===== config.mk =====
export PLATFORM = sky130hd
export DESIGN_NAME = rf_tag_config_and_control_regs
export DESIGN_NICKNAME = d
export VERILOG_FILES = /design/src/pkg/tag_cfg_pkg.sv /design/src/rtl/rf_tag_config_and_control_regs.sv
export SDC_FILE = /design/constraint.sdc
export NUM_CORES = 1
export LEC_CHECK = 0
export BUFFER_PORTS_ARGS = -buffer_cell sky130_fd_sc_hd__buf_2
export CORE_MARGIN = 2
export CORE_UTILIZATION = 44
export CTS_CLUSTER_SIZE = 10
export DETAILED_ROUTE_END_ITERATION = 16
export GPL_ROUTABILITY_DRIVEN = 1
export PLACE_DENSITY = 0.79
export SLEW_MARGIN = 20
export SYNTH_ARGS = -nofsm -noshare
export SYNTH_HDL_FRONTEND = slang
export SYNTH_SLANG_ARGS = --single-unit

===== constraint.sdc =====
create_clock -name mclk_in -period 1.6 [get_ports mclk_in]
set_input_delay 0 -clock mclk_in [delete_from_list [all_inputs] [get_ports mclk_in]]
set_output_delay 0 -clock mclk_in [all_outputs]
set_load 0.01 [all_outputs]

===== src/pkg/tag_cfg_pkg.sv =====
// Shared constants and types for the tag configuration and control registers
package tag_cfg_pkg;
	// System area byte locations seen from the serial side
	localparam logic [15:0] CFG_ADDR  = 16'h0910;
	localparam logic [15:0] CTRL_ADDR = 16'h0920;

	// Configuration byte fields
	localparam int PIN_MODE_BIT    = 3;
	localparam int HARVEST_SEL_BIT = 2;
	localparam int SINK_HI_BIT     = 1;
	localparam int SINK_LO_BIT     = 0;

	// Control register fields
	localparam int WR_DONE_BIT  = 7;
	localparam int FIELD_BIT    = 1;
	localparam int HARVEST_BIT  = 0;

	// Value held before the stored byte has been fetched
	localparam logic [7:0] CFG_RESET  = 8'hF4;
	localparam logic [7:0] BYTE_ZERO  = 8'h00;
	localparam logic [7:0] HARV_MASK  = 8'h07;
	localparam logic [7:0] MODE_MASK  = 8'h08;

	// Pin mode encodings of the mode bit
	localparam logic PIN_MODE_BUSY = 1'b0;
	localparam logic PIN_MODE_WIP  = 1'b1;

	// Dedicated RF commands handed over by the protocol engine
	typedef enum logic [2:0] {
		RF_NOP_CMD,
		RF_READ_CONFIG_CMD,
		RF_WRITE_HARVEST_CFG_CMD,
		RF_WRITE_PIN_MODE_CMD,
		RF_READ_CONTROL_CMD,
		RF_SET_HARVEST_EN_CMD
	} rf_cmd_t;

	// Activity tracking of one RF frame
	typedef enum logic [1:0] {
		ACT_IDLE,
		ACT_RX,
		ACT_EXEC
	} act_state_t;
endpackage


===== src/rtl/rf_tag_config_and_control_regs.sv =====
// Configuration byte, control register, activity pin and harvest gating of the tag
`timescale 1ns/1ps

// Operation
// [RL1] Eight-bit non-volatile configuration byte at system location 2320.
// [RL2] Eight-bit volatile control register at system location 2336.
// [RL3] Configuration bit 3 picks pin mode: 0 busy, 1 write in progress.
// [RL4] Busy mode: pin low from RF start-of-frame until command execution ends.
// [RL5] Busy mode, bad command: pin low only from start-of-frame until CRC received.
// [RL6] Field loss releases a low-driven activity pin at once.
// [RL7] Busy mode: pin stays released while serial commands execute.
// [RL8] Write mode: pin low during internal RF write, ending when answer begins.
// [RL9] Write mode: pin stays released during serial write operations.
// [RL10] Bits 7-4 ignored, bit 3 pin mode, bit 2 harvest default, 1-0 sink.
// [RL11] Four sink current levels from configuration bits 1 and 0.
// [RL12] Harvest output on only when enable bit set and RF power sufficient.
// [RL13] Control bits 7 to 1 are read-only; only bit 0 is writable.
// [RL14] Write-done flag cleared at reset and cycle start, set on good completion.
// [RL15] At power-up harvest enable loads the inverse of the stored default selector.
// [RL16] Control bit 1 shows whether RF power suffices for commands.
// [RL17] RF reads of the control register return the power bit as 1.
// [RL18] Serial master may always read and write the configuration byte with select.
// [RL19] Serial master may always read and write the control register with select.
// [RL20] RF: read configuration, write harvest fields, write pin mode bit.
// [RL21] New configuration takes effect right after any write.
// [RL22] RF: read all control bits, and set or clear harvest enable.
// [RL23] RF reads of the control register return the write-done flag as 0.
// [RL24] Control bits 2 through 6 read as zero.
// [RL25] Writes to read-only control bits are ignored.
// [RL26] Activity pin is only driven low or released, never driven high.
module rf_tag_config_and_control_regs (
	input  wire logic                 mclk_in,
	input  wire logic                 rst_in,
	input  wire logic [7:0]           nv_cfg_in,
	output logic      [7:0]           nv_cfg_out,
	input  wire logic                 i2c_req_in,
	input  wire logic                 i2c_we_in,
	input  wire logic                 system_area_select_in,
	input  wire logic [15:0]          i2c_addr_in,
	input  wire logic [7:0]           i2c_wdata_in,
	output logic      [7:0]           i2c_rdata_out,
	output logic                      i2c_rvalid_out,
	input  wire logic                 i2c_active_in,
	input  wire logic                 wcycle_start_in,
	input  wire logic                 wcycle_ok_in,
	input  wire logic                 rf_cmd_valid_in,
	input  wire tag_cfg_pkg::rf_cmd_t rf_cmd_in,
	input  wire logic [7:0]           rf_wdata_in,
	output logic      [7:0]           rf_rdata_out,
	output logic                      rf_rvalid_out,
	input  wire logic                 rf_sof_in,
	input  wire logic                 rf_crc_in,
	input  wire logic                 rf_bad_in,
	input  wire logic                 rf_exec_done_in,
	input  wire logic                 rf_wr_start_in,
	input  wire logic                 rf_answer_in,
	input  wire logic                 rf_field_in,
	input  wire logic                 rf_power_ok_in,
	output logic                      rf_activity_pin_out,
	output logic                      rf_activity_pin_oe_out,
	output logic                      harvest_out_en_out,
	output logic                      sink_level_hi_out,
	output logic                      sink_level_lo_out
);

	logic            loaded_q, loaded_d;
	logic [7:0]      cfg_q, cfg_d;
	logic            harv_en_q, harv_en_d;
	logic            wr_done_q, wr_done_d;
	logic            field_q, field_d;
	logic [7:0]      i2c_rd_q, i2c_rd_d;
	logic            i2c_rv_q, i2c_rv_d;
	logic [7:0]      rf_rd_q, rf_rd_d;
	logic            rf_rv_q, rf_rv_d;
	tag_cfg_pkg::act_state_t act_q, act_d;
	logic            wip_q, wip_d;
	logic            oe_q, oe_d;
	logic            harv_out_q, harv_out_d;
	logic            i2c_hit_cfg, i2c_hit_ctrl;
	logic [7:0]      ctrl_view;

	// Serial decode only hits with the system area selected; other reads still answer with zero
	assign i2c_hit_cfg  = i2c_req_in && system_area_select_in
			&& (i2c_addr_in == tag_cfg_pkg::CFG_ADDR);     // [RL1] [RL18]
	assign i2c_hit_ctrl = i2c_req_in && system_area_select_in
			&& (i2c_addr_in == tag_cfg_pkg::CTRL_ADDR);    // [RL2] [RL19]

	// Control register as the serial side sees it; spare bits stay zero
	always_comb
	begin
		ctrl_view = tag_cfg_pkg::BYTE_ZERO;                    // [RL24]
		ctrl_view[tag_cfg_pkg::WR_DONE_BIT] = wr_done_q;
		ctrl_view[tag_cfg_pkg::FIELD_BIT]   = field_q;         // [RL16]
		ctrl_view[tag_cfg_pkg::HARVEST_BIT] = harv_en_q;
	end

	// Register bank next state: both interfaces write the same storage
	always_comb
	begin
		loaded_d  = 1'b1;
		cfg_d     = cfg_q;
		harv_en_d = harv_en_q;
		wr_done_d = wr_done_q;
		field_d   = rf_field_in && rf_power_ok_in;         // [RL16]
		i2c_rd_d  = tag_cfg_pkg::BYTE_ZERO;
		i2c_rv_d  = 1'b0;
		rf_rd_d   = tag_cfg_pkg::BYTE_ZERO;
		rf_rv_d   = 1'b0;
		// Stored byte is fetched once after reset, never under the reset itself
		if (!loaded_q)
		begin
			cfg_d     = nv_cfg_in;
			harv_en_d = ~nv_cfg_in[tag_cfg_pkg::HARVEST_SEL_BIT];  // [RL15]
		end
		// Completion beats a start arriving in the same cycle
		if (wcycle_start_in)
			wr_done_d = 1'b0;                                  // [RL14]
		if (wcycle_ok_in)
			wr_done_d = 1'b1;                                  // [RL14]
		// Serial access
		if (i2c_req_in)
		begin
			i2c_rv_d = !i2c_we_in;
			if (i2c_hit_cfg && i2c_we_in)
				cfg_d = i2c_wdata_in;                          // [RL18] [RL21]
			if (i2c_hit_ctrl && i2c_we_in)
				harv_en_d = i2c_wdata_in[tag_cfg_pkg::HARVEST_BIT]; // [RL13] [RL25]
			if (i2c_hit_cfg)
				i2c_rd_d = cfg_q;
			else if (i2c_hit_ctrl)
				i2c_rd_d = ctrl_view;                          // [RL19]
		end
		// Dedicated RF commands
		if (rf_cmd_valid_in)
		begin
			case (rf_cmd_in)
				tag_cfg_pkg::RF_READ_CONFIG_CMD:
				begin
					rf_rd_d = cfg_q;                           // [RL20]
					rf_rv_d = 1'b1;
				end
				tag_cfg_pkg::RF_WRITE_HARVEST_CFG_CMD:
					cfg_d = (cfg_q & ~tag_cfg_pkg::HARV_MASK)
						| (rf_wdata_in & tag_cfg_pkg::HARV_MASK);  // [RL20] [RL21]
				tag_cfg_pkg::RF_WRITE_PIN_MODE_CMD:
					cfg_d = (cfg_q & ~tag_cfg_pkg::MODE_MASK)
						| (rf_wdata_in & tag_cfg_pkg::MODE_MASK);  // [RL20] [RL21]
				tag_cfg_pkg::RF_READ_CONTROL_CMD:
				begin
					rf_rd_d = tag_cfg_pkg::BYTE_ZERO;          // [RL23] [RL24]
					rf_rd_d[tag_cfg_pkg::FIELD_BIT]   = 1'b1;  // [RL17]
					rf_rd_d[tag_cfg_pkg::HARVEST_BIT] = harv_en_q; // [RL22]
					rf_rv_d = 1'b1;
				end
				tag_cfg_pkg::RF_SET_HARVEST_EN_CMD:
					harv_en_d = rf_wdata_in[tag_cfg_pkg::HARVEST_BIT]; // [RL22]
				default:
					rf_rv_d = 1'b0;
			endcase
		end
	end

	// Register bank storage
	always_ff @(posedge mclk_in or posedge rst_in)
	begin
		if (rst_in)
		begin
			loaded_q  <= 1'b0;
			cfg_q     <= tag_cfg_pkg::CFG_RESET;
			harv_en_q <= 1'b0;
			wr_done_q <= 1'b0;                                 // [RL14]
			field_q   <= 1'b0;
			i2c_rd_q  <= tag_cfg_pkg::BYTE_ZERO;
			i2c_rv_q  <= 1'b0;
			rf_rd_q   <= tag_cfg_pkg::BYTE_ZERO;
			rf_rv_q   <= 1'b0;
		end
		else
		begin
			loaded_q  <= loaded_d;
			cfg_q     <= cfg_d;
			harv_en_q <= harv_en_d;
			wr_done_q <= wr_done_d;
			field_q   <= field_d;
			i2c_rd_q  <= i2c_rd_d;
			i2c_rv_q  <= i2c_rv_d;
			rf_rd_q   <= rf_rd_d;
			rf_rv_q   <= rf_rv_d;
		end
	end

	// Activity tracking and pin drive; field loss overrides every other event
	always_comb
	begin
		act_d      = act_q;
		wip_d      = wip_q;
		harv_out_d = harv_en_q && rf_power_ok_in;              // [RL12]
		case (act_q)
			tag_cfg_pkg::ACT_IDLE:
				if (rf_sof_in)
					act_d = tag_cfg_pkg::ACT_RX;               // [RL4]
			tag_cfg_pkg::ACT_RX:
				if (rf_crc_in)
					act_d = rf_bad_in ? tag_cfg_pkg::ACT_IDLE
						: tag_cfg_pkg::ACT_EXEC;               // [RL5]
			tag_cfg_pkg::ACT_EXEC:
				if (rf_exec_done_in)
					act_d = tag_cfg_pkg::ACT_IDLE;             // [RL4]
			default:
				act_d = tag_cfg_pkg::ACT_IDLE;
		endcase
		if (rf_wr_start_in)
			wip_d = 1'b1;                                      // [RL8]
		if (rf_answer_in)
			wip_d = 1'b0;                                      // [RL8]
		if (!rf_field_in)
		begin
			act_d = tag_cfg_pkg::ACT_IDLE;                     // [RL6]
			wip_d = 1'b0;                                      // [RL6]
		end
		// Mode bit is read live, so a rewrite applies on the next edge
		if (cfg_q[tag_cfg_pkg::PIN_MODE_BIT] == tag_cfg_pkg::PIN_MODE_WIP)
			oe_d = wip_d;                                      // [RL3] [RL8] [RL21]
		else
			oe_d = (act_d != tag_cfg_pkg::ACT_IDLE);           // [RL3] [RL4]
		// Serial traffic can overlap RF traffic; the pin is released while it runs, in either mode
		if (i2c_active_in)
			oe_d = 1'b0;                                       // [RL7] [RL9]
	end

	// Activity and harvest flops
	always_ff @(posedge mclk_in or posedge rst_in)
	begin
		if (rst_in)
		begin
			act_q      <= tag_cfg_pkg::ACT_IDLE;
			wip_q      <= 1'b0;
			oe_q       <= 1'b0;
			harv_out_q <= 1'b0;
		end
		else
		begin
			act_q      <= act_d;
			wip_q      <= wip_d;
			oe_q       <= oe_d;
			harv_out_q <= harv_out_d;
		end
	end

	// Pin data is a constant low: only the enable toggles
	assign rf_activity_pin_out    = 1'b0;                      // [RL26]
	assign rf_activity_pin_oe_out = oe_q;
	assign harvest_out_en_out     = harv_out_q;
	assign sink_level_hi_out      = cfg_q[tag_cfg_pkg::SINK_HI_BIT];   // [RL10] [RL11]
	assign sink_level_lo_out      = cfg_q[tag_cfg_pkg::SINK_LO_BIT];   // [RL10] [RL11]
	assign nv_cfg_out             = cfg_q;
	assign i2c_rdata_out          = i2c_rd_q;
	assign i2c_rvalid_out         = i2c_rv_q;
	assign rf_rdata_out           = rf_rd_q;
	assign rf_rvalid_out          = rf_rv_q;

	// Checks
	AST_FIELD_RELEASE : assert property ( // [RL6]
		@(posedge mclk_in) disable iff (rst_in)
		!rf_field_in |=> !rf_activity_pin_oe_out)
		else $error("activity pin held after field loss");
	AST_BAD_CRC : assert property ( // [RL5]
		@(posedge mclk_in) disable iff (rst_in)
		(act_q == tag_cfg_pkg::ACT_RX) && rf_crc_in && rf_bad_in
		|=> (act_q == tag_cfg_pkg::ACT_IDLE))
		else $error("bad command kept pin busy after crc");
	AST_BUSY_SOF : assert property ( // [RL4]
		@(posedge mclk_in) disable iff (rst_in)
		(act_q == tag_cfg_pkg::ACT_IDLE) && rf_sof_in && rf_field_in && !i2c_active_in
		&& !cfg_q[tag_cfg_pkg::PIN_MODE_BIT] |=> rf_activity_pin_oe_out)
		else $error("busy pin not pulled at start of frame");
	AST_I2C_QUIET : assert property ( // [RL7]
		@(posedge mclk_in) disable iff (rst_in)
		i2c_active_in |=> !rf_activity_pin_oe_out)
		else $error("activity pin driven during serial access");
	AST_RF_CTRL_READ : assert property ( // [RL17]
		@(posedge mclk_in) disable iff (rst_in)
		rf_cmd_valid_in && (rf_cmd_in == tag_cfg_pkg::RF_READ_CONTROL_CMD)
		|=> rf_rvalid_out && (rf_rdata_out[7:1] == 7'h01))
		else $error("rf control read upper bits wrong");
	AST_HARVEST_GATE : assert property ( // [RL12]
		@(posedge mclk_in) disable iff (rst_in)
		harvest_out_en_out |-> $past(harv_en_q) && $past(rf_power_ok_in))
		else $error("harvest output enabled without enable and power");
	AST_POWERUP_EN : assert property ( // [RL15]
		@(posedge mclk_in) disable iff (rst_in)
		!loaded_q |=> (harv_en_q == ~cfg_q[tag_cfg_pkg::HARVEST_SEL_BIT]))
		else $error("harvest enable not inverse of default selector");
	AST_WR_DONE : assert property ( // [RL14]
		@(posedge mclk_in) disable iff (rst_in)
		$rose(wr_done_q) |-> $past(wcycle_ok_in))
		else $error("write done set without completion");
	AST_CTRL_ZERO : assert property ( // [RL24]
		@(posedge mclk_in) disable iff (rst_in)
		i2c_rvalid_out && $past(i2c_hit_ctrl) |-> (i2c_rdata_out[6:2] == 5'h00))
		else $error("reserved control bits not zero");

endmodule


### Word level (Yosys, flattened, before mapping)

Cells that the tools add are included.

* equality and inequality tests: 9
* mux-type cells: 31
* bitwise gates (word level): 3
* reduce and logical (&&, ||, !) cells: 12

Operators with widths (count)
* 2-to-1 mux 8 bit: 8
* == test 16 x 12 -> 1 bit, second input constant: 2
* case mux 8 bit (2 select lines): 2
* 2-to-1 mux 1 bit: 15
* 2-to-1 mux 2 bit: 5
* bitwise OR 8 x 3 -> 8 bit: 1
* bitwise OR 8 x 4 -> 8 bit: 1
* logical AND 1 bit: 7
* == test 3 x 2 -> 1 bit, second input constant: 2
* == test 3 bit, second input constant: 2
* case mux 2 bit (3 select lines): 1
* nonzero test 2 bit: 2
* == test 3 x 1 -> 1 bit, second input constant: 1
* == test 2 x 1 -> 1 bit, second input constant: 1
* == test 2 bit, second input constant: 1
* zero test 2 bit: 1
* OR reduction 2 bit: 1
* zero test 1 bit: 1
* inverter 1 bit: 1

* bits in registers: 35
* bits of input ports: 60

### Depth between registers and ports, before layout

Gate-level depths: netlist of run 1.

* depth after elaboration: 7
* depth in mapped cells: 6
* gate-level depth less buffers: 4

### Worst setup path before layout of run 1

No wires, ideal clock.

* path kind: flip-flop to flip-flop
* start point: reg loaded_q
* end point: reg cfg_q[1] (netlist: nv_cfg_out[1])
* setup time: 0.128 ns
* arrival time: 1.131 ns
* setup slack: 0.342 ns
* cell stages (with the launch flop): 5
* clock period less this slack: 1.258 ns
* path through: dfrtp_1 -> clkbuf_1 -> mux2_2 -> a21oi_1 -> o22ai_1

* cells in the longest elaborated chain, start to end: 5

Ends and longest elaborated chain
* start, declared: line rf_tag_config_and_control_regs.sv:66 `logic loaded_q, loaded_d;`
* start signal, assigned: line rf_tag_config_and_control_regs.sv:180 `loaded_q <= loaded_d;`
* 2-to-1 mux 8 bit *: line rf_tag_config_and_control_regs.sv:110 `if (!loaded_q)`
* 2-to-1 mux 8 bit: line rf_tag_config_and_control_regs.sv:124 `if (i2c_hit_cfg && i2c_we_in)`
* 2-to-1 mux 8 bit *: line rf_tag_config_and_control_regs.sv:121 `if (i2c_req_in)`
* case mux 8 bit (2 select lines): line rf_tag_config_and_control_regs.sv:136 `case (rf_cmd_in)`
* 2-to-1 mux 8 bit *: line rf_tag_config_and_control_regs.sv:134 `if (rf_cmd_valid_in)`
* net cfg_d[1]: line rf_tag_config_and_control_regs.sv:67 `logic [7:0] cfg_q, cfg_d;`
* end signal, assigned: line rf_tag_config_and_control_regs.sv:169 `cfg_q <= tag_cfg_pkg::CFG_RESET;`
* end signal, assigned: line rf_tag_config_and_control_regs.sv:181 `cfg_q <= cfg_d;`
* end, declared: line rf_tag_config_and_control_regs.sv:67

Mark *: on every way through the listed nets, which the timed path passes. The rest lies on a longest branch.
A chain may end at the register's enable or synchronous reset.

### Final worst setup path of run 1

* start point: reg act_q[0]
* end point: reg act_q[0]

* cells in the longest elaborated chain, start to end: 3
* elaborated cells between the ends (all ways): 8
* classes of those cells: eq/ne (2); mux (5); reduce/logical (1)

Ends and longest elaborated chain
* start, declared: line rf_tag_config_and_control_regs.sv:75 `tag_cfg_pkg::act_state_t act_q, act_d;`
* start signal, assigned: line rf_tag_config_and_control_regs.sv:236 `act_q <= tag_cfg_pkg::ACT_IDLE;`
* start signal, assigned: line rf_tag_config_and_control_regs.sv:243 `act_q <= act_d;`
* == test 2 bit (tied with other cells): line rf_tag_config_and_control_regs.sv:198 `case (act_q)`
* case mux 2 bit (3 select lines) *: line rf_tag_config_and_control_regs.sv:198
* 2-to-1 mux 2 bit *: line rf_tag_config_and_control_regs.sv:216 `if (!rf_field_in)`
* net act_d[0]: line rf_tag_config_and_control_regs.sv:75

Marked as above.

==> reports/metrics.csv, run 1 <==
stage,metric,value,unit
run_status,status,"complete, no violations",
floorplan,die_height,66.0,µm
yosys,synth-simple-area-share,24.0,%
cts,ctsHtreeMaxLevel,2,
cts,post-cts-setup-buffer-count,0,
yosys,synthesized_area_fraction_occupied_by_ao_oa_aoi_and_oai_cells,14.5,%
layout,drive_above_1_share,42.5,%
global_route,via_count_of_the_first_global_routing_pass,1565,
routing,number_of_search_and_repair_iterations_in_the_first_detailed_routing_pass,4,
layout,finish.cell_count_without_fillers,309,
power,swShare,25.8,%
layout,final_cell_mix,"85 x sky130_fd_sc_hd__buf_2, 30 x sky130_fd_sc_hd__dfrtp_1, 18 x sky130_fd_sc_hd__dlygate4sd3_1",
worst_setup_path,worstSetupEndpointType,register,
power,p_clk_share,32.8,%
timing,total_neg_setup_slack,0,ns
flow_run,cap_violations,0,
layout,area_growth,43.2,%
timing,timing_hold_violations_final,0,
power,switchingPower,0.514,mW
yosys,synth-xor-area-share,0,%
placed_design,gpl.final_weighted_congestion,0.796,
floorplan,dieArea,4350,µm²
floorplan,std_cell_rows,22,
timing,timing.hold.ws,0.0157,ns
power,cellPowerDensity,822,nW/µm²
routing,totalWireLength,4390,µm
cts,clock_input_transition_at_the_sequential_cells_of_the_worst_setup_and_hold_paths,0.06,ns
placed_design,place.detailed.instances,283,
placed_design,preCtsSetupSlack,0.247,ns
floorplan,initial_core_util,45.8,%
cts,clock_tree.buffer_depth,2,
min_path,min_path_type,primary input to register,
routing,route.vias.total,1612,
timing,slew_viol_final,0,
cts,numCtsBuffers,5,
timing,layout_min_cycle_time,1.41,ns
floorplan,core,3690,µm²
yosys,syn-mean-instance-area,11.0,µm²
yosys,post_synth_inst_count,154,
placed_design,dpl.hpwl,3070,µm
global_route,pin_count_of_the_biggest_net_entering_global_routing,36,
layout,insertedDiodeCount,0,
worst_setup_path,worstPathArrival,1.63,ns
layout,mostFrequentLayoutCell,sky130_fd_sc_hd__buf_2,
cts,tritoncts,built,
worst_setup_path,crit_fanout,4,
yosys,register_bit_total_from_synthesis,35,
yosys,synth.yosys.seq_area_share,52.2,%
worst_setup_path,r2r_slack,0.19,ns
cts,post_cts.resized_instances,0,
timing,fin_worst_skew,0.00781,ns
yosys,yosysWarningCount,0,
worst_setup_path,critPathRequiredTime,1.82,ns
global_route,global_route_wire_length_before_repair,7130,µm
power,power_leakage,1.29,nW
routing,post_drt_via_cell_ratio,5.22,
power,p_int,1.48,mW
power,p_seq_share,49.6,%
cts,clock_sink_count,35,
power,power_frac_comb,17.6,%
yosys,post_synth_fa_ha_maj_area_fraction,0,%
global_route,antenna_found_initial,0,
power,design_power_total,1.99,mW
global_route,global_route.usage.total,22.1,%
global_route,gr-total-overflow,0,
timing,finalCritPeriodShare,88.2,%
cts,holdBufCountCts,18,
timing,worst_setup_slack_after_layout,0.189,ns
yosys,synth.area.mux_share,4.37,%
cts,clock_insertion_delay_worst_skew,0.29,ns
yosys,synth.lib_cells_used.distinct,41,
routing,route.detailed.drc,0,
yosys,syn_nets,214,
power,peakVddDrop,0.000740,V
layout,layout.core_utilization,65.6,%
floorplan,floorplan.io_pins,91,
floorplan,die_width,66.0,µm
yosys,synth_top_family_by_area,simple AND/OR/NAND/NOR gates,
timing,grt_setup_unrepaired,false,
timing,timing.fmax,709,MHz
timing,setup-violations-final,0,
layout,design_area,2420,µm²
placed_design,buffer_ports.inserted,85,
placed_design,dpl-instance-area,2150,µm²
layout,finalNetCount,320,
routing,avgRoutedWirePerCell,14.2,µm
routing,postRouteAntennaNets,0,
yosys,mappedNetlistArea,1690,µm²
routing,drtIter0Drc,59,
cts,clock-root-buffer,sky130_fd_sc_hd__clkbuf_8,
worst_setup_path,crit_path_cell_trace,nand2b_1 -> a21oi_1 -> dlygate4sd3_1,
worst_setup_path,critPathLaunchType,register,
worst_setup_path,worst_path_max_delay_cell,sky130_fd_sc_hd__dlygate4sd3_1,
worst_setup_path,critical_path_type,register to register,
worst_setup_path,cp_slowest_stage_delay,0.59,ns
## area by class of cell
type                       instances  area, µm²
fill                             318       1270
sequential                        35        882
multi-input combinational        107        732
timing repair buffer             108        643
clock buffer                       7       86.3
tap                               48       60.1
inverter                           3       11.3
clock inverter                     1       5.00
## critical path: cells and delay by family (launching register included)
| kind | cells | cell delay (ns) |
|---|---|---|
| buffers and inverters | 1 | 0.59 |
| AO/OA/AOI/OAI | 1 | 0.21 |
| flip-flops | 1 | 0.40 |
| AND/OR/NAND/NOR | 1 | 0.15 |
## cell usage after synthesis
| cell type | instances | share of area (%) |
|---|---|---|
| sky130_fd_sc_hd__a211o_1 | 4 | 2.1 |
| sky130_fd_sc_hd__a211oi_1 | 1 | 0.44 |
| sky130_fd_sc_hd__nor4b_2 | 2 | 1.8 |
| sky130_fd_sc_hd__nor4_2 | 1 | 0.74 |
| sky130_fd_sc_hd__a41oi_1 | 1 | 0.52 |
| sky130_fd_sc_hd__buf_2 | 1 | 0.30 |
| sky130_fd_sc_hd__nand2_1 | 3 | 0.67 |
| sky130_fd_sc_hd__buf_6 | 1 | 0.67 |
| sky130_fd_sc_hd__buf_4 | 3 | 1.3 |
| sky130_fd_sc_hd__nand3b_1 | 4 | 1.8 |
| sky130_fd_sc_hd__mux2_2 | 3 | 2.0 |
| sky130_fd_sc_hd__o22ai_1 | 4 | 1.5 |
| sky130_fd_sc_hd__a22o_1 | 1 | 0.52 |
| sky130_fd_sc_hd__a21oi_2 | 1 | 0.52 |
| sky130_fd_sc_hd__a22oi_1 | 3 | 1.3 |
| sky130_fd_sc_hd__a31o_2 | 1 | 0.52 |
| sky130_fd_sc_hd__buf_8 | 1 | 0.89 |
| sky130_fd_sc_hd__conb_1 | 2 | 0.44 |
| sky130_fd_sc_hd__and3_1 | 10 | 3.7 |
| sky130_fd_sc_hd__nor3_1 | 2 | 0.59 |
| sky130_fd_sc_hd__nor2b_1 | 5 | 1.9 |
| sky130_fd_sc_hd__a21o_1 | 1 | 0.44 |
| sky130_fd_sc_hd__and3b_1 | 1 | 0.52 |
| sky130_fd_sc_hd__and4_1 | 1 | 0.52 |
| sky130_fd_sc_hd__nor3b_1 | 3 | 1.3 |
| sky130_fd_sc_hd__and2_1 | 8 | 3.0 |
| sky130_fd_sc_hd__nand2b_1 | 7 | 2.6 |
| sky130_fd_sc_hd__dfrtp_1 | 30 | 44 |
| sky130_fd_sc_hd__nand4_1 | 1 | 0.37 |
| sky130_fd_sc_hd__clkbuf_1 | 3 | 0.67 |
| sky130_fd_sc_hd__and4bb_1 | 1 | 0.74 |
| sky130_fd_sc_hd__dfstp_2 | 5 | 7.8 |
| sky130_fd_sc_hd__nand3b_4 | 1 | 1.2 |
| sky130_fd_sc_hd__a21oi_1 | 13 | 3.8 |
| sky130_fd_sc_hd__nor2_1 | 7 | 1.6 |
| sky130_fd_sc_hd__nand4b_1 | 1 | 0.52 |
| sky130_fd_sc_hd__o21ai_0 | 8 | 2.4 |
| sky130_fd_sc_hd__o21a_1 | 1 | 0.44 |
| sky130_fd_sc_hd__mux2i_1 | 4 | 2.4 |
| sky130_fd_sc_hd__inv_1 | 3 | 0.67 |
| sky130_fd_sc_hd__nor4bb_1 | 1 | 0.59 |
## logic make-up (layout without fill, tap and decap cells)
| logic type | count (synthesis) | after routing |
|---|---|---|
| compound gates | 39 | 39 |
| mux | 7 | 7 |
| other cells | 2 | 2 |
| flops | 35 | 35 |
| buf+inv | 12 | 119 |
| simple gates | 59 | 59 |
## routing by layer
layer  vias to the layer above  global-route usage (%)  wire length [µm]
li1                        763                       -                 -
met5                         -                       0                 0
met1                       758                    26.4              1690
met3                         8                    6.64               332
met4                         0                    6.63                45
met2                        83                    38.5              2320
## flip-flops by register name (all words and copies together), names as in the netlist
register and flops:
harvest_out_en_out 1, rf_activity_pin_oe_out 1, act_q 2, wip_q 1, nv_cfg_out 8, loaded_q 1
harv_en_q 1, rf_rvalid_out 1, i2c_rvalid_out 1, field_q 1, rf_rdata_out 8, wr_done_q 1
i2c_rdata_out 8
## path summary, 6_finish.rpt
check | startpoint | end | cells past startpoint
min reg2reg | field_q$_DFF_PP0_ | i2c_rdata_out[1]$_DFF_PP0_ | 2
max | act_q[0]$_DFF_PP0_ | act_q[0]$_DFF_PP0_ | 3
max in group asynchronous | rst_in | nv_cfg_out[4]$_DFF_PP1_ | 4
min in group asynchronous | rst_in | wip_q$_DFF_PP0_ | 4
max reg2reg | act_q[0]$_DFF_PP0_ | act_q[0]$_DFF_PP0_ | 3
min | rf_wdata_in[3] | nv_cfg_out[3]$_DFF_PP0_ | 3
## power by group through the flow
stage          Combinational (mW)  Clock, mW  Sequential (mW)
2_1_floorplan               0.157          0             1.01
3_3_place_gp                0.306          0             1.00
3_5_place_dp                0.311          0             1.00
4_1_cts                     0.348      0.663            0.987
5_1_grt                     0.386      0.706            0.995
6_report                    0.350      0.652            0.987
No activity file was read; power rests on OpenSTA's default activity.
==> run 2, diff against run 1 <==
--- a/config.mk
+++ b/config.mk
@@ -7,11 +7,11 @@
 export LEC_CHECK = 0
 export BUFFER_PORTS_ARGS = -buffer_cell sky130_fd_sc_hd__buf_2
 export CORE_MARGIN = 2
-export CORE_UTILIZATION = 44
+export CORE_UTILIZATION = 40
 export CTS_CLUSTER_SIZE = 10
 export DETAILED_ROUTE_END_ITERATION = 16
 export GPL_ROUTABILITY_DRIVEN = 1
-export PLACE_DENSITY = 0.79
+export PLACE_DENSITY = 0.76
 export SLEW_MARGIN = 20
 export SYNTH_ARGS = -nofsm -noshare
 export SYNTH_HDL_FRONTEND = slang
==> constraint.sdc (replaced) <==
create_clock -name mclk_in -period 1.13 [get_ports mclk_in]
set_input_delay 0 -clock mclk_in [delete_from_list [all_inputs] [get_ports mclk_in]]
set_output_delay 0 -clock mclk_in [all_outputs]
set_load 0.01 [all_outputs]
==> run 2 against run 1 <==
The run now ends with setup timing left; design area increased by 6.7%; critical endpoint is now nv_cfg_out[0]$_DFF_PP0_; non-clock buffer count increased by 16; critical path type unchanged; sequential share of layout area down 2.2 points; first-iteration DRC count increased by 32%; global-route usage is 2.5 points lower; sequential power is 40% higher; final cell count grew 5.8%; clock power rose by 50%; count of clock-buffer cells in the layout grew 1; die area is 9.4% higher.
==> reports/metrics.csv, run 2 (synthesized netlist as in run 1, its figures left out) <==
stage,metric,value,unit
run_status,status,finished with violations,
run_status,failed_checks,setup timing,
cts,clock_tree.buffer_depth,2,
worst_setup_path,worstSetupEndpointType,register,
placed_design,place.detailed.instances,302,
routing,post_drt_via_cell_ratio,4.92,
floorplan,die_height,69.0,µm
layout,area_growth,52.7,%
floorplan,core,4030,µm²
cts,clock_input_transition_at_the_sequential_cells_of_the_worst_setup_and_hold_paths,0.07,ns
worst_setup_path,path_delay_family,flip-flops,
timing,layout_min_cycle_time,1.17,ns
power,swShare,25.0,%
power,peakVddDrop,0.000823,V
placed_design,gpl.final_weighted_congestion,0.859,
layout,design_area,2580,µm²
placed_design,dpl.hpwl,3400,µm
worst_setup_path,worst_path_max_delay_cell,sky130_fd_sc_hd__dfrtp_2,
floorplan,dieArea,4760,µm²
routing,route.vias.total,1610,
power,switchingPower,0.734,mW
worst_setup_path,critPathRequiredTime,1.30,ns
power,p_int,2.20,mW
worst_setup_path,crit_path_cell_trace,buf_6 -> mux2_4 -> a21oi_2 -> o22ai_1,
routing,number_of_search_and_repair_iterations_in_the_first_detailed_routing_pass,4,
worst_setup_path,critPathBufInv,1,
timing,worst_setup_slack_after_layout,-0.0371,ns
worst_setup_path,critPathLaunchType,register,
timing,finalCritPeriodShare,103,%
layout,final.fill_count,359,
timing,total_neg_setup_slack,-0.0969,ns
worst_setup_path,critical_path_type,register to register,
global_route,global_route.usage.total,19.6,%
routing,route.detailed.drc,0,
routing,postRouteAntennaNets,0,
placed_design,dpl-instance-area,2280,µm²
power,p_seq_share,47.0,%
global_route,via_count_of_the_first_global_routing_pass,1694,
worst_setup_path,cp_slowest_stage_delay,0.43,ns
cts,clock_sink_count,35,
global_route,gr-total-overflow,0,
power,power_leakage,1.38,nW
timing,timing_hold_violations_final,0,
timing,grt_setup_unrepaired,true,
power,cellPowerDensity,1140,nW/µm²
layout,insertedDiodeCount,0,
layout,finish.cell_count_without_fillers,327,
cts,clock-root-buffer,sky130_fd_sc_hd__clkbuf_8,
power,power_frac_comb,19.7,%
cts,numCtsBuffers,5,
timing,setup-violations-final,4,
placed_design,buffer_ports.inserted,85,
cts,clock_insertion_delay_worst_skew,0.28,ns
min_path,min_path_type,primary input to register,
global_route,pin_count_of_the_biggest_net_entering_global_routing,36,
worst_setup_path,crit_fanout,4,
layout,final-seq-area,883,µm²
timing,timing.fmax,857,MHz
routing,avgRoutedWirePerCell,13.9,µm
floorplan,die_width,69.0,µm
layout,finalNetCount,336,
worst_setup_path,r2r_slack,-0.04,ns
timing,slew_viol_final,0,
worst_setup_path,worstPathArrival,1.34,ns
cts,tritoncts,built,
cts,ctsHtreeMaxLevel,2,
floorplan,floorplan.io_pins,91,
floorplan,initial_core_util,42.0,%
flow_run,cap_violations,0,
global_route,antenna_found_initial,0,
layout,multi_input_comb_area,756,µm²
floorplan,std_cell_rows,23,
global_route,global_route_wire_length_before_repair,7390,µm
timing,fin_worst_skew,0.00992,ns
layout,drive_above_1_share,49.5,%
power,p_clk_share,33.3,%
routing,drtIter0Drc,78,
layout,final_cell_mix,"85 x sky130_fd_sc_hd__buf_2, 29 x sky130_fd_sc_hd__dfrtp_1, 21 x sky130_fd_sc_hd__buf_4",
layout,mostFrequentLayoutCell,sky130_fd_sc_hd__buf_2,
routing,totalWireLength,4550,µm
## run 2: cell types whose count changed in the layout (fill, tap and decap cells not counted), sizes merged
cell         delta
buf            +20
clkbuf          +1
clkinv          -1
dlygate4sd3     -4
## run 2: stage by stage
stage / power [mW] / worst slack [ns] / util (%) / hold WS (ns)
2_1_floorplan: 1.65 / 0.000563 / - / 0.0656
3_3_place_gp: 1.90 / -0.144 / 56.6 / 0.115
3_5_place_dp: 1.92 / -0.217 / 56.6 / 0.115
4_1_cts: 2.96 / -0.0297 / 63.9 / 0.00471
5_1_grt: 3.09 / -0.0712 / 64.1 / 0.0320
6_report: 2.94 / -0.0371 / 64.1 / 0.0138
## run 2: cell type report
class                           count  share of cell area (%)
Inverter                            3                   0.436
Clock buffer                        8                    3.88
Tap cell                           50                    2.42
Multi-Input combinational cell    107                    29.3
Sequential cell                    35                    34.2
Timing Repair Buffer              124                    29.8
## run 2: power groups by stage
stage | clock [mW] | sequential [mW] | combinational [mW]
global route | 1.07 | 1.39 | 0.634
CTS | 1.00 | 1.38 | 0.578
finish | 0.979 | 1.38 | 0.577
global placement | 0 | 1.40 | 0.502
detailed placement | 0 | 1.40 | 0.512
floorplan | 0 | 1.43 | 0.225
## run 2: timing repair
action                                  CTS  global route
hold endpoints to repair                 43             0
endpoints found under the setup margin    8            10
pin swaps                                 3             3
hold buffers                             14             0
gates resized for setup                  13             5
setup buffers                             3             0
## run 2: path summary, 6_finish.rpt
kind                                  startpoint                         to  cells after the start
max                           loaded_q$_DFF_PP0_    nv_cfg_out[0]$_DFF_PP0_                      4
min                                    rf_crc_in         act_q[0]$_DFF_PP0_                      3
max reg2reg                   loaded_q$_DFF_PP0_    nv_cfg_out[0]$_DFF_PP0_                      4
min reg2reg                wr_done_q$_DFFE_PP0P_      wr_done_q$_DFFE_PP0P_                      1
max in group asynchronous                 rst_in    nv_cfg_out[6]$_DFF_PP1_                      4
min in group asynchronous                 rst_in  rf_rdata_out[2]$_DFF_PP0_                      4
## run 2: per-layer routing
layer	share of wire (%)	global-route usage (%)	vias to the layer above	routed length, µm
met5	0	0	-	0
met4	0.86	6.54	0	39
met3	8.1	7.02	4	367
met2	49	32.2	73	2230
met1	42	24.1	741	1910
li1	-	-	792	-
## run 2: worst reg2reg max path: cells and delay by family (launching register included)
| kind | cells | cell delay [ns] |
|---|---|---|
| multiplexers | 1 | 0.30 |
| flip-flops | 1 | 0.43 |
| AO/OA/AOI/OAI | 2 | 0.19 |
| buffers and inverters | 1 | 0.14 |
==> run 3, diff against run 2 <==
--- a/config.mk
+++ b/config.mk
@@ -5,13 +5,14 @@
 export SDC_FILE = /design/constraint.sdc
 export NUM_CORES = 1
 export LEC_CHECK = 0
+export ABC_AREA = 1
 export BUFFER_PORTS_ARGS = -buffer_cell sky130_fd_sc_hd__buf_2
 export CORE_MARGIN = 2
 export CORE_UTILIZATION = 40
 export CTS_CLUSTER_SIZE = 10
 export DETAILED_ROUTE_END_ITERATION = 16
 export GPL_ROUTABILITY_DRIVEN = 1
-export PLACE_DENSITY = 0.76
+export PLACE_DENSITY = 0.75
 export SLEW_MARGIN = 20
 export SYNTH_ARGS = -nofsm -noshare
 export SYNTH_HDL_FRONTEND = slang
==> run 3 against run 2 <==
The run now ends clean; total power decreased by 6.6%; sequential cell count unchanged; clock power decreased by 11%; via count increased by 3.5%; maximum frequency increased by 15%; design area decreased by 7.9%; sequential share of layout area increased by 2.9 points; clock skew decreased by 0.0035 ns; hold slack got worse by 0.0041 ns; die area increased by 2.1%; sequential power about the same; critical path type unchanged; critical endpoint is now nv_cfg_out[2]$_DFF_PP1_; largest power group unchanged.
==> reports/metrics.csv, run 3 <==
stage,metric,value,unit
yosys,post_synth_inst_count,207,
routing,number_of_search_and_repair_iterations_in_the_first_detailed_routing_pass,4,
routing,postRouteAntennaNets,0,
floorplan,die_width,69.7,µm
worst_setup_path,crit_fanout,7,
power,power_leakage,1.41,nW
timing,layout_min_cycle_time,1.01,ns
cts,clock_input_transition_at_the_sequential_cells_of_the_worst_setup_and_hold_paths,0.07,ns
global_route,pin_count_of_the_biggest_net_entering_global_routing,36,
timing,timing.fmax,985,MHz
global_route,global_route.usage.total,17.6,%
timing,fin_worst_skew,0.00645,ns
power,p_int,1.99,mW
yosys,register_bit_total_from_synthesis,35,
timing,slew_viol_final,0,
routing,avgRoutedWirePerCell,11.6,µm
cts,post-cts-setup-buffer-count,0,
worst_setup_path,critPathRequiredTime,1.35,ns
layout,drive_above_1_share,36.4,%
yosys,syn-mean-instance-area,8.35,µm²
global_route,antenna_found_initial,0,
timing,timing.hold.ws,0.00968,ns
routing,route.detailed.drc,0,
floorplan,core,4090,µm²
global_route,via_count_of_the_first_global_routing_pass,1563,
timing,total_neg_setup_slack,0,ns
floorplan,floorplan.io_pins,91,
cts,clock_sink_count,35,
cts,clock_insertion_delay_worst_skew,0.29,ns
min_path,min_path_type,primary input to register,
timing,grt_setup_unrepaired,false,
yosys,synth_top_flop_cell,sky130_fd_sc_hd__dfrtp_1,
layout,insertedDiodeCount,0,
power,switchingPower,0.753,mW
global_route,use_met1,22.0,%
floorplan,die_height,69.7,µm
yosys,yosys-top-cells-area,"sky130_fd_sc_hd__dfrtp_1 43%, sky130_fd_sc_hd__nand2_1 11%, sky130_fd_sc_hd__dfstp_2 7.6%",
yosys,synth_async_sr_flop_share,100,%
flow_run,cap_violations,0,
timing,finalCritPeriodShare,89.8,%
timing,setup-violations-final,0,
power,swShare,27.5,%
yosys,syn_nets,267,
global_route,groute.layer.met3.usage,4.80,%
yosys,synth.lib_cells_used.distinct,28,
worst_setup_path,worstSetupEndpointType,register,
floorplan,dieArea,4860,µm²
global_route,most_congested_layer_reported_by_global_routing,met2,
cts,ctsHtreeMaxLevel,2,
yosys,synth.most_common_cell,sky130_fd_sc_hd__nand2_1,
power,cellPowerDensity,1150,nW/µm²
routing,drtIter0Drc,86,
power,power_frac_comb,17.3,%
layout,layout.core_utilization,58.2,%
cts,clock-root-buffer,sky130_fd_sc_hd__clkbuf_8,
yosys,number_of_flops_mapped_to_enable_cells_by_yosys,0,
yosys,yosysWarningCount,0,
routing,post_drt_via_cell_ratio,4.65,
placed_design,dpl.hpwl,3150,µm
yosys,synth_largest_type_area_fraction,43.4,%
yosys,synth.yosys.seq_area_share,51.0,%
routing,route.vias.total,1666,
layout,mostFrequentLayoutCell,sky130_fd_sc_hd__buf_2,
power,p_clk_share,31.7,%
worst_setup_path,critical_path_type,register to register,
floorplan,std_cell_rows,23,
layout,final_cell_mix,"85 x sky130_fd_sc_hd__buf_2, 49 x sky130_fd_sc_hd__nand2_1, 34 x sky130_fd_sc_hd__inv_1",
cts,numCtsBuffers,5,
placed_design,gpl.final_weighted_congestion,0.756,
global_route,use_met2,30.0,%
global_route,global_route_wire_length_before_repair,6900,µm
yosys,post_synth_most_frequent_cells,"49 x sky130_fd_sc_hd__nand2_1, 34 x sky130_fd_sc_hd__inv_1, 30 x sky130_fd_sc_hd__dfrtp_1, 24 x sky130_fd_sc_hd__nand3_1, 22 x sky130_fd_sc_hd__nor2_1",
yosys,mappedNetlistArea,1730,µm²
routing,totalWireLength,4150,µm
cts,tritoncts,built,
worst_setup_path,worstPathArrival,1.24,ns
run_status,status,"complete, no violations",
placed_design,buffer_ports.inserted,85,
timing,timing_hold_violations_final,0,
layout,final.fill_count,390,
power,peakVddDrop,0.000448,V
yosys,netlist.top_cell.by_area,sky130_fd_sc_hd__dfrtp_1,
layout,finalNetCount,367,
layout,area_growth,37.6,%
global_route,gr-total-overflow,0,
power,p_seq_share,51.0,%
floorplan,initial_core_util,42.3,%
cts,clock_tree.buffer_depth,2,
worst_setup_path,critPathLaunchType,register,
power,design_power_total,2.74,mW
[run 3: power groups by stage]
| stage | sequential [mW] | combinational, mW | clock [mW] |
|---|---|---|---|
| global route | 1.41 | 0.538 | 0.932 |
| CTS | 1.40 | 0.479 | 0.883 |
| floorplan | 1.43 | 0.237 | 0 |
| global placement | 1.42 | 0.446 | 0 |
| detailed placement | 1.42 | 0.456 | 0 |
| finish | 1.40 | 0.474 | 0.869 |
[run 3: final timing paths]
| path | slack [ns] | endpoint | cells past startpoint | start |
|---|---|---|---|---|
| max | 0.12 | nv_cfg_out[2]$_DFF_PP1_ | 5 | loaded_q$_DFF_PP0_ |
| min | 0.01 | harv_en_q$_DFF_PP0_ | 3 | rf_wdata_in[0] |
| max reg2reg | 0.12 | nv_cfg_out[2]$_DFF_PP1_ | 5 | loaded_q$_DFF_PP0_ |
| min reg2reg | 0.48 | i2c_rdata_out[1]$_DFF_PP0_ | 2 | field_q$_DFF_PP0_ |
| max in group asynchronous | 0.43 | nv_cfg_out[5]$_DFF_PP1_ | 4 | rst_in |
| min in group asynchronous | 0.34 | rf_activity_pin_oe_out$_DFF_PP0_ | 4 | rst_in |
[run 3: cell type report]
| class | count | area (µm²) | area share, % |
|---|---|---|---|
| Inverter | 35 | 136 | 5.74 |
| Tap cell | 50 | 62.6 | 2.63 |
| Clock buffer | 7 | 76.3 | 3.21 |
| Clock inverter | 1 | 5.00 | 0.211 |
| Sequential cell | 35 | 883 | 37.2 |
| Multi-Input combinational cell | 131 | 663 | 27.9 |
| Timing Repair Buffer | 99 | 551 | 23.2 |
[run 3: kinds of logic (layout without fill, tap and decap cells)]
family	Yosys count	count (layout)	share of synthesized area, %
flops	35	35	51.1
buf+inv	41	142	10.6
simple gates	109	109	30.0
compound gates	17	17	6.23
mux	3	3	1.74
other cells	2	2	0.435
[run 3: what timing repair did]
item | CTS | global route
resized for setup | 0 | 1
hold endpoints to repair | 37 | 0
hold buffers | 8 | 0
setup endpoints to repair | 0 | 6
[run 3: per-layer routing]
metal / vias up / share of wire, %
met3: 4 / 7.2
met5: - / 0
met1: 754 / 43
met4: 0 / 1.2
met2: 61 / 49
li1: 847 / -
[run 3: metrics by stage]
stage	instance area, µm²	setup WS [ns]	instances
3_5_place_dp	2210	0.0244	342
2_1_floorplan	1730	0.147	207
6_report	2380	0.115	358
5_1_grt	2380	0.0206	358
3_3_place_gp	2210	0.0786	342
4_1_cts	2380	0.0394	358
[run 3: critical path: stages (launching register included)]
cell and delay (ns):
sky130_fd_sc_hd__dfrtp_2 0.47, sky130_fd_sc_hd__nor2_1 0.16, sky130_fd_sc_hd__o21bai_1 0.12, sky130_fd_sc_hd__nand2_1 0.06, sky130_fd_sc_hd__nand3_1 0.08, sky130_fd_sc_hd__nand2_1 0.05
